`src/hdl/power_handshake_defines.svh`:
```
/*
 * Timing counts and strap encodings for the module/carrier power handshake.
 * Assumes a 100 MHz system clock; included by bare name.
 */
`ifndef POWER_HANDSHAKE_DEFINES_SVH
`define POWER_HANDSHAKE_DEFINES_SVH

`define CLK_PERIOD_NS 10
`define DEBOUNCE_TIME_NS 1000
`define DEBOUNCE_CYCLES ((`DEBOUNCE_TIME_NS) / (`CLK_PERIOD_NS))
`define RESET_HOLD_TIME_NS 20000
`define RESET_HOLD_CYCLES ((`RESET_HOLD_TIME_NS) / (`CLK_PERIOD_NS))
`define BOOT_FROM_NOR 1'h0
`define BOOT_FROM_CARD 1'h1

`endif

```
`src/hdl/power_handshake_pkg.sv`:
```
/*
 * Types shared by the power handshake sequencer.
 * Assumes the defines header is compiled alongside.
 */
package power_handshake_pkg;
    typedef enum logic [2:0] {
        ST_OFF,
        ST_SUPPLY_UP,
        ST_CARRIER_UP,
        ST_WAIT_RESET,
        ST_BOOT,
        ST_STANDBY
    } seq_state_e;
endpackage

```
`src/hdl/input_debouncer.sv`:
```
/*
 * Two-flop synchroniser followed by a stability filter.
 * Assumes the input is asynchronous to sys_clk_i.
 */
`timescale 1ns/1ps
`include "power_handshake_defines.svh"
module input_debouncer #(
    parameter int STABLE_CYCLES = `DEBOUNCE_CYCLES,
    parameter logic RESET_LEVEL = 1'h1
) (
    input wire logic sys_clk_i,
    input wire logic reset_i,
    input wire logic async_i,
    output logic level_o
);
    localparam int CW = $clog2(STABLE_CYCLES + 1);
    logic meta_reg;
    logic sync_reg;
    logic [CW-1:0] count_reg;
    logic level_reg;
    wire differs = (sync_reg != level_reg);
    wire settled = (count_reg == CW'(STABLE_CYCLES - 1));

    always_ff @(posedge sys_clk_i) begin
        if (reset_i) begin
            meta_reg <= RESET_LEVEL;
            sync_reg <= RESET_LEVEL;
            count_reg <= '0;
            level_reg <= RESET_LEVEL;
        end else begin
            meta_reg <= async_i;
            sync_reg <= meta_reg;
            // A glitch restarts the count, so only a held level is taken.
            if (!differs) begin
                count_reg <= '0;
            end else if (settled) begin
                count_reg <= '0;
                level_reg <= sync_reg;
            end else begin
                count_reg <= count_reg + CW'(1);
            end
        end
    end
    assign level_o = level_reg;
endmodule // input_debouncer

```
`src/hdl/power_handshake.sv`:
```
/*
 * Module-side power sequencer: supply gating, carrier power-on, reset
 * hold to the carrier, boot gating and source, panel enables, standby.
 * Assumes carrier inputs are open-drain lines pulled up on the module and
 * asynchronous to sys_clk_i; reset_i is the system's own power-on reset.
 */
`timescale 1ns/1ps
`include "power_handshake_defines.svh"
module power_handshake #(
    parameter int DEBOUNCE_CYCLES = `DEBOUNCE_CYCLES,
    parameter int RESET_HOLD_CYCLES = `RESET_HOLD_CYCLES,
    parameter int PIXEL_WIDTH = 24,
    parameter logic ONLY_3V3_IO = 1'h0
) (
    input wire logic sys_clk_i,
    input wire logic reset_i,
    input wire logic input_power_bad_n_i,
    input wire logic io_voltage_sel_n_i,
    input wire logic carrier_reset_n_i,
    input wire logic boot_test_n_i,
    input wire logic sleep_request_n_i,
    input wire logic lid_closed_n_i,
    input wire logic battery_low_n_i,
    input wire logic charger_present_n_i,
    input wire logic supplies_ready_i,
    input wire logic standby_request_i,
    input wire logic panel_on_i,
    input wire logic backlight_on_i,
    input wire logic pixel_clock_i,
    input wire logic [PIXEL_WIDTH-1:0] pixel_data_i,
    output logic supply_enable_o,
    output logic carrier_power_on_o,
    output logic reset_out_n_o,
    output logic boot_release_o,
    output logic boot_source_o,
    output logic carrier_standby_n_o,
    output logic panel_supply_enable_o,
    output logic backlight_enable_o,
    output logic pixel_clock_out_o,
    output logic [PIXEL_WIDTH-1:0] pixel_data_o,
    output logic sleep_request_o,
    output logic lid_closed_o,
    output logic battery_low_o,
    output logic charger_present_o
);
    localparam int HW = $clog2(RESET_HOLD_CYCLES + 1);
    localparam int NIN = 8;

    power_handshake_pkg::seq_state_e state_reg, state_next;
    logic [HW-1:0] hold_reg, hold_next;
    logic boot_source_reg;
    logic pix_clk_prev_reg;
    logic [PIXEL_WIDTH-1:0] pixel_data_reg;
    logic supply_en_reg, pwr_on_reg, rst_out_n_reg, boot_reg;
    logic stby_n_reg, panel_reg, bklt_reg;
    logic [3:0] status_reg;

    // Every carrier pin but the pixel clock and power-bad passes the same synchroniser and filter.
    wire [NIN-1:0] raw_pins = {pixel_clock_i, charger_present_n_i,
        battery_low_n_i, lid_closed_n_i, sleep_request_n_i, boot_test_n_i,
        carrier_reset_n_i, io_voltage_sel_n_i} ^ {1'h0, {NIN-1{1'h0}}};
    logic [NIN-1:0] clean;

    genvar gi;
    generate
        for (gi = 0; gi < NIN - 1; gi++) begin : g_deb
            input_debouncer #(
                .STABLE_CYCLES(DEBOUNCE_CYCLES),
                .RESET_LEVEL(1'h1)
            ) u_deb (
                .sys_clk_i(sys_clk_i),
                .reset_i(reset_i),
                .async_i(raw_pins[gi]),
                .level_o(clean[gi])
            );
        end
    endgenerate

    // The pixel clock is only synchronised; a filter would eat its edges.
    input_debouncer #(
        .STABLE_CYCLES(1),
        .RESET_LEVEL(1'h0)
    ) u_pix_sync (
        .sys_clk_i(sys_clk_i),
        .reset_i(reset_i),
        .async_i(raw_pins[NIN-1]),
        .level_o(clean[NIN-1])
    );

    // Power-bad is only synchronised, not filtered, so it can cut supplies at once.
    logic pwr_bad_meta_reg, pwr_bad_sync_reg;

    wire io_sel_low = ~clean[0];
    wire carrier_rst_released = clean[1];
    wire card_boot = ~clean[2];
    wire pix_rise = clean[7] & ~pix_clk_prev_reg;
    wire power_bad = ~pwr_bad_sync_reg;
    wire io_refused = ONLY_3V3_IO & io_sel_low;
    wire power_blocked = power_bad | io_refused;
    wire hold_done = (hold_reg == HW'(RESET_HOLD_CYCLES - 1));
    wire sleeping = ~clean[3] | ~clean[4];
    wire go_standby = standby_request_i | sleeping;

    always_comb begin
        state_next = state_reg;
        hold_next = hold_reg;
        unique case (state_reg)
            power_handshake_pkg::ST_OFF: begin
                if (!power_blocked) begin
                    state_next = power_handshake_pkg::ST_SUPPLY_UP;
                end
            end
            power_handshake_pkg::ST_SUPPLY_UP: begin
                if (supplies_ready_i) begin
                    state_next = power_handshake_pkg::ST_CARRIER_UP;
                    hold_next = '0;
                end
            end
            power_handshake_pkg::ST_CARRIER_UP: begin
                hold_next = hold_reg + HW'(1);
                if (hold_done) begin
                    state_next = power_handshake_pkg::ST_WAIT_RESET;
                end
            end
            power_handshake_pkg::ST_WAIT_RESET: begin
                if (carrier_rst_released) begin
                    state_next = power_handshake_pkg::ST_BOOT;
                end
            end
            power_handshake_pkg::ST_BOOT: begin
                if (go_standby) begin
                    state_next = power_handshake_pkg::ST_STANDBY;
                end
            end
            power_handshake_pkg::ST_STANDBY: begin
                if (!go_standby) begin
                    state_next = power_handshake_pkg::ST_BOOT;
                end
            end
        endcase
        // Losing input power restarts from off at once; the carrier forcing reset in boot or standby returns to the reset wait.
        if (power_blocked) begin
            state_next = power_handshake_pkg::ST_OFF;
        end else if (!carrier_rst_released &&
                (state_reg == power_handshake_pkg::ST_BOOT ||
                 state_reg == power_handshake_pkg::ST_STANDBY)) begin
            state_next = power_handshake_pkg::ST_WAIT_RESET;
        end
    end

    wire st_wait = (state_reg == power_handshake_pkg::ST_WAIT_RESET);
    wire st_run = (state_reg == power_handshake_pkg::ST_BOOT);
    wire ns_off = (state_next == power_handshake_pkg::ST_OFF);
    wire ns_carrier = (state_next == power_handshake_pkg::ST_CARRIER_UP);
    wire ns_run = (state_next == power_handshake_pkg::ST_BOOT);
    wire ns_stby = (state_next == power_handshake_pkg::ST_STANDBY);
    wire ns_hold = ns_off || (state_next == power_handshake_pkg::ST_SUPPLY_UP)
        || ns_carrier;

    always_ff @(posedge sys_clk_i) begin
        if (reset_i) begin
            pwr_bad_meta_reg <= 1'h0;
            pwr_bad_sync_reg <= 1'h0;
        end else begin
            pwr_bad_meta_reg <= input_power_bad_n_i;
            pwr_bad_sync_reg <= pwr_bad_meta_reg;
        end
    end

    always_ff @(posedge sys_clk_i) begin
        if (reset_i) begin
            state_reg <= power_handshake_pkg::ST_OFF;
            hold_reg <= '0;
        end else begin
            state_reg <= state_next;
            hold_reg <= hold_next;
        end
    end

    always_ff @(posedge sys_clk_i) begin
        if (reset_i) begin
            supply_en_reg <= 1'h0;
            pwr_on_reg <= 1'h0;
            rst_out_n_reg <= 1'h0;
            boot_reg <= 1'h0;
            stby_n_reg <= 1'h1;
        end else begin
            supply_en_reg <= !ns_off;
            // Power-on rises as the supply wait ends, so the whole reset
            // hold to the carrier is counted after it.
            pwr_on_reg <= ns_carrier || !ns_hold;
            rst_out_n_reg <= !ns_hold;
            boot_reg <= ns_run | ns_stby;
            stby_n_reg <= !ns_stby;
        end
    end

    // The boot source is latched when the carrier releases reset.
    always_ff @(posedge sys_clk_i) begin
        if (reset_i) begin
            boot_source_reg <= `BOOT_FROM_NOR;
        end else if (st_wait && carrier_rst_released) begin
            boot_source_reg <= card_boot ? `BOOT_FROM_CARD
                                         : `BOOT_FROM_NOR;
        end
    end

    always_ff @(posedge sys_clk_i) begin
        if (reset_i) begin
            panel_reg <= 1'h0;
            bklt_reg <= 1'h0;
        end else begin
            panel_reg <= st_run & panel_on_i;
            bklt_reg <= st_run & panel_on_i & backlight_on_i;
        end
    end

    // Data is launched on the sampled rising edge of the pixel clock.
    always_ff @(posedge sys_clk_i) begin
        if (reset_i) begin
            pix_clk_prev_reg <= 1'h0;
            pixel_data_reg <= '0;
        end else begin
            pix_clk_prev_reg <= clean[7];
            if (pix_rise) begin
                pixel_data_reg <= pixel_data_i;
            end
        end
    end

    // Status pins are active low; the outputs show the asserted condition.
    always_ff @(posedge sys_clk_i) begin
        if (reset_i) begin
            status_reg <= 4'h0;
        end else begin
            status_reg <= ~clean[6:3];
        end
    end

    assign supply_enable_o = supply_en_reg;
    assign carrier_power_on_o = pwr_on_reg;
    assign reset_out_n_o = rst_out_n_reg;
    assign boot_release_o = boot_reg;
    assign boot_source_o = boot_source_reg;
    assign carrier_standby_n_o = stby_n_reg;
    assign panel_supply_enable_o = panel_reg;
    assign backlight_enable_o = bklt_reg;
    assign pixel_clock_out_o = pix_clk_prev_reg;
    assign pixel_data_o = pixel_data_reg;
    assign sleep_request_o = status_reg[0];
    assign lid_closed_o = status_reg[1];
    assign battery_low_o = status_reg[2];
    assign charger_present_o = status_reg[3];
endmodule // power_handshake

```
`config.mk`:
```
export PLATFORM = sky130hd
export DESIGN_NAME = power_handshake
export DESIGN_NICKNAME = d
export VERILOG_FILES = /design/src/hdl/power_handshake_pkg.sv /design/src/hdl/input_debouncer.sv /design/src/hdl/power_handshake.sv
export VERILOG_INCLUDE_DIRS = /design/src /design/src/hdl
export SDC_FILE = /design/constraint.sdc
export NUM_CORES = 1
export LEC_CHECK = 0
export ABC_AREA = 1
export BUFFER_PORTS_ARGS = -buffer_cell sky130_fd_sc_hd__buf_2
export CELL_PAD_IN_SITES_DETAIL_PLACEMENT = 2
export CELL_PAD_IN_SITES_GLOBAL_PLACEMENT = 2
export CORE_AREA = 4 4 179 94
export CTS_BUF_LIST = sky130_fd_sc_hd__clkbuf_8 sky130_fd_sc_hd__clkbuf_16
export DETAILED_ROUTE_END_ITERATION = 16
export DIE_AREA = 0 0 183 98
export PLACE_DENSITY_LB_ADDON = 0.3
export SLEW_MARGIN = 20
export SYNTH_ARGS = -nofsm -noshare
export SYNTH_HDL_FRONTEND = slang
export SYNTH_SLANG_ARGS = --single-unit
```
`constraint.sdc`:
```
create_clock -name sys_clk_i -period 1.8 [get_ports sys_clk_i]
set_input_delay 0.18 -clock sys_clk_i [delete_from_list [all_inputs] [get_ports sys_clk_i]]
set_output_delay 0.18 -clock sys_clk_i [all_outputs]
set_load 0.01 [all_outputs]
```
==> results.md <==
### Outcome
- run status: complete, no violations

### Floorplanning
- Placement Rows: 32
- Die W: 183 um
- chip height: 98 um
- top-level port count: 76
- CORE AREA: 15210 sq um
- Die ar.: 17930 sq um
- starting density of the core: 29.54%

### Pwr
- worst vdd ir: 0.5025 mV
- ratio of total power to cell area: 1136 nW/um^2
- static leakage: 2.678 nW

### Global route
- pin count of the biggest net entering global routing: 26
- overall overflow remaining after global route: 0
- initial antenna violation count: 0
- global-route wire length before repair: 22200 um
- via count of the first global-routing pass: 4612
- all-layer global routing usage: 15.27%

### Final layout
- highest-count cells in the layout ignoring fill and taps: sky130_fd_sc_hd__dfxtp_1, sky130_fd_sc_hd__nor2_1, sky130_fd_sc_hd__buf_2, sky130_fd_sc_hd__nand2_1, sky130_fd_sc_hd__inv_1
- core occupancy in the finished layout: 39.97%
- fraction of layout instances using a drive strength above 1: 23.60%
- Area growth syn-to-layout: 35.30%
- Largest register FFs: 42
- number of nets in the finished design: 712
- final antenna diode count: 0
- commonest non-fill, non-tap cell in the layout: sky130_fd_sc_hd__dfxtp_1

### Setup path
- worst path required time: 2.10 ns
- largest fanout on the critical path: 4
- endpoint type of the worst setup path: flip-flop
- register-to-register setup slack: 0.23 ns
- Setup Crit Path Kind: reg -> reg
- worst endpoint data arrival time: 1.87 ns
- Worst setup startpoint: state_reg[1]$_SDFF_PP0_
- startpoint of the most critical register-to-register path: state_reg[1]$_SDFF_PP0_
- capture point of the worst path: supply_enable_o$_SDFF_PP0_
- Critical Path Start Type: flip-flop
- number of cells on the worst reg-to-reg path: 8
- worst reg2reg path endpoint: supply_enable_o$_SDFF_PP0_

### Synthesis
- sequential share of the synthesized area: 52.12%
- number of warnings printed during yosys synthesis: 0
- total nets after synthesis: 596
- post-synthesis instance total: 549
- Synth Area per Inst: 8.186 sq um
- async set-or-reset flop fraction in the synthesized netlist: 0%
- number of register bits inferred by synthesis: 117
- number of enable-type register cells in the synthesized netlist: 0
- count of different cell masters after synthesis: 36
- Synth Flop Type: sky130_fd_sc_hd__dfxtp_1
- total standard cell area after synthesis: 4494 sq um

### Clocking
- post-CTS setup buffer count: 0
- master cell of the clock root buffer: sky130_fd_sc_hd__clkbuf_16
- insertion delay to the later sink of the worst-skew pair: 0.41 ns
- number of levels the H-tree was split into: 4
- clock slew at reported path FFs: 0.06 ns
- total clock sinks: 117
- CTS Buf Count: 17
- worst-case clock buffer depth: 2
- TritonCTS clock tree: done
- post-cts gate resize count: 0

### Min path
- worst hold path class: in -> reg
- worst hold stages: 3
- min-delay src: pixel_data_i[15]

### Timing
- largest clock skew in the final design: 0.01020 ns
- period utilization: 87.26%
- time the worst path needs with I/O delays and setup: 1.571 ns
- unrepaired setup endpoints after global routing: no
- Final Hold Fails: 0
- final setup violation count: 0
- Max-Slew Margin vs Limit: 59.83%
- Worst-Margin Slew: 0.6000 ns
- maximum achievable frequency: 636.7 MHz
- Total Neg Setup Slack: 0 ns
- Final Max Tran Viols: 0

### Route
- Routed wire per std cell: 14.50 um
- total length of routed wires: 12790 um
- Avg Vias per Cell: 4.586
- First-pass DRT Iterations: 4
- total number of vias: 4045
- count of nets left with antenna violations after detail routing: 0
- Iter 0 DRT Violations: 124
- post-route DRC violation count: 0

### Placement
- final weighted congestion of routability-driven global placement: 0.7389
- Buffers on Ports: 74
- post-DP HPWL: 8178 um

### Run
- number of maximum-capacitance violations: 0

==> cell families (layout without fill, tap and decap cells) <==
| group | after synthesis | in the layout | synth area share [%] |
|---|---|---|---|
| other | 1 | 1 | 0.08344 |
| DFF | 117 | 117 | 52.12 |
| AOI/OAI and AO/OA | 82 | 82 | 9.605 |
| adders and majority gates | 8 | 8 | 2.227 |
| and+or+nand+nor | 255 | 255 | 27.28 |
| buffers and inverters | 77 | 206 | 6.932 |
| xor gates and xnor gates | 9 | 9 | 1.754 |
==> how the worst min path moves through the flow <==
| stage | to | slack, ns |
|---|---|---|
| floorplan | g_deb[1].u_deb.meta_reg$_SDFF_PP1_ | 0.28 |
| global placement | g_deb[2].u_deb.meta_reg$_SDFF_PP1_ | 0.36 |
| detailed placement | g_deb[6].u_deb.meta_reg$_SDFF_PP1_ | 0.37 |
| CTS | pixel_data_o[15]$_SDFFE_PP0P_ | 0.002 |
| global route | backlight_enable_o$_SDFF_PP0_ | 0.03 |
| finish | pixel_data_o[15]$_SDFFE_PP0P_ | 0.02 |
==> power by group <==
part / internal (mW) / switching [mW]
Clock: 2.67 / 1.26
Combinational: 0.143 / 0.162
Sequential: 2.65 / 0.0291
Total: 5.46 / 1.45
==> layer usage <==
| metal | routed length [um] | vias up | track usage, % | part of all wire [%] |
|---|---|---|---|---|
| met4 | 172 | 0 | 4.977 | 1.3 |
| met3 | 703 | 16 | 5.173 | 5.5 |
| li1 | - | 1998 | - | - |
| met2 | 6294 | 70 | 26.97 | 49 |
| met1 | 5619 | 1961 | 17.44 | 44 |
| met5 | 0 | - | 0 | 0 |
==> synthesized netlist by cell type, types with 2 or more instances <==
cell type	count	area share [%]
sky130_fd_sc_hd__a21oi_1	32	3.6
sky130_fd_sc_hd__a31oi_1	4	0.56
sky130_fd_sc_hd__and3_1	4	0.56
sky130_fd_sc_hd__buf_2	6	0.67
sky130_fd_sc_hd__clkbuf_1	4	0.33
sky130_fd_sc_hd__dfxtp_1	117	52
sky130_fd_sc_hd__ha_1	8	2.2
sky130_fd_sc_hd__inv_1	55	4.6
sky130_fd_sc_hd__inv_2	8	0.67
sky130_fd_sc_hd__nand2_1	57	4.8
sky130_fd_sc_hd__nand2_2	3	0.42
sky130_fd_sc_hd__nand3_1	23	2.6
sky130_fd_sc_hd__nand3_2	11	2.4
sky130_fd_sc_hd__nand3b_1	2	0.33
sky130_fd_sc_hd__nand4_1	8	1.1
sky130_fd_sc_hd__nor2_1	102	8.5
sky130_fd_sc_hd__nor2_2	5	0.70
sky130_fd_sc_hd__nor3_1	13	1.4
sky130_fd_sc_hd__nor3b_1	6	1.0
sky130_fd_sc_hd__o21ai_0	39	4.3
sky130_fd_sc_hd__o21ai_1	3	0.33
sky130_fd_sc_hd__or2_2	17	2.4
sky130_fd_sc_hd__xor2_1	9	1.8
==> critical path: stages (launching register included) <==
cell and delay, ns:
sky130_fd_sc_hd__dfxtp_1 0.44, sky130_fd_sc_hd__inv_2 0.09, sky130_fd_sc_hd__ha_1 0.32, sky130_fd_sc_hd__nand2_1 0.12, sky130_fd_sc_hd__nand2_1 0.10, sky130_fd_sc_hd__nor2_2 0.12
sky130_fd_sc_hd__nand3_1 0.11, sky130_fd_sc_hd__nand2_1 0.10, sky130_fd_sc_hd__nand2_1 0.06
==> cell type report <==
type | instances | area, sq um
Sequential cell | 117 | 2342
Clock buffer | 19 | 452.9
Clock inverter | 13 | 229.0
Tap cell | 204 | 255.2
Fill cell | 1729 | 9134
Timing Repair Buffer | 110 | 718.2
Inverter | 64 | 242.7
Multi-Input combinational cell | 355 | 1841
==> what timing repair did <==
item | CTS | global route
hold buffers | 31 | 0
endpoints found under the hold margin | 31 | 0
endpoints found under the setup margin | 0 | 0
==> per-stage QoR <==
step                      instances  hold WS [ns]  worst slack, ns  instance area (sq um)  total power, mW
final                           882       0.01870           0.2293                   6081            6.909
after global routing            882       0.02938          0.05800                   6081            7.188
after CTS                       882      0.002446           0.2220                   6081            6.998
after detailed placement        819        0.3666           0.2922                   5089            2.987
after global placement          819        0.3619           0.3052                   5089            2.976
after floorplan                 549        0.2838           0.4451                   4494            2.862
(Power assumes the default switching activity.)
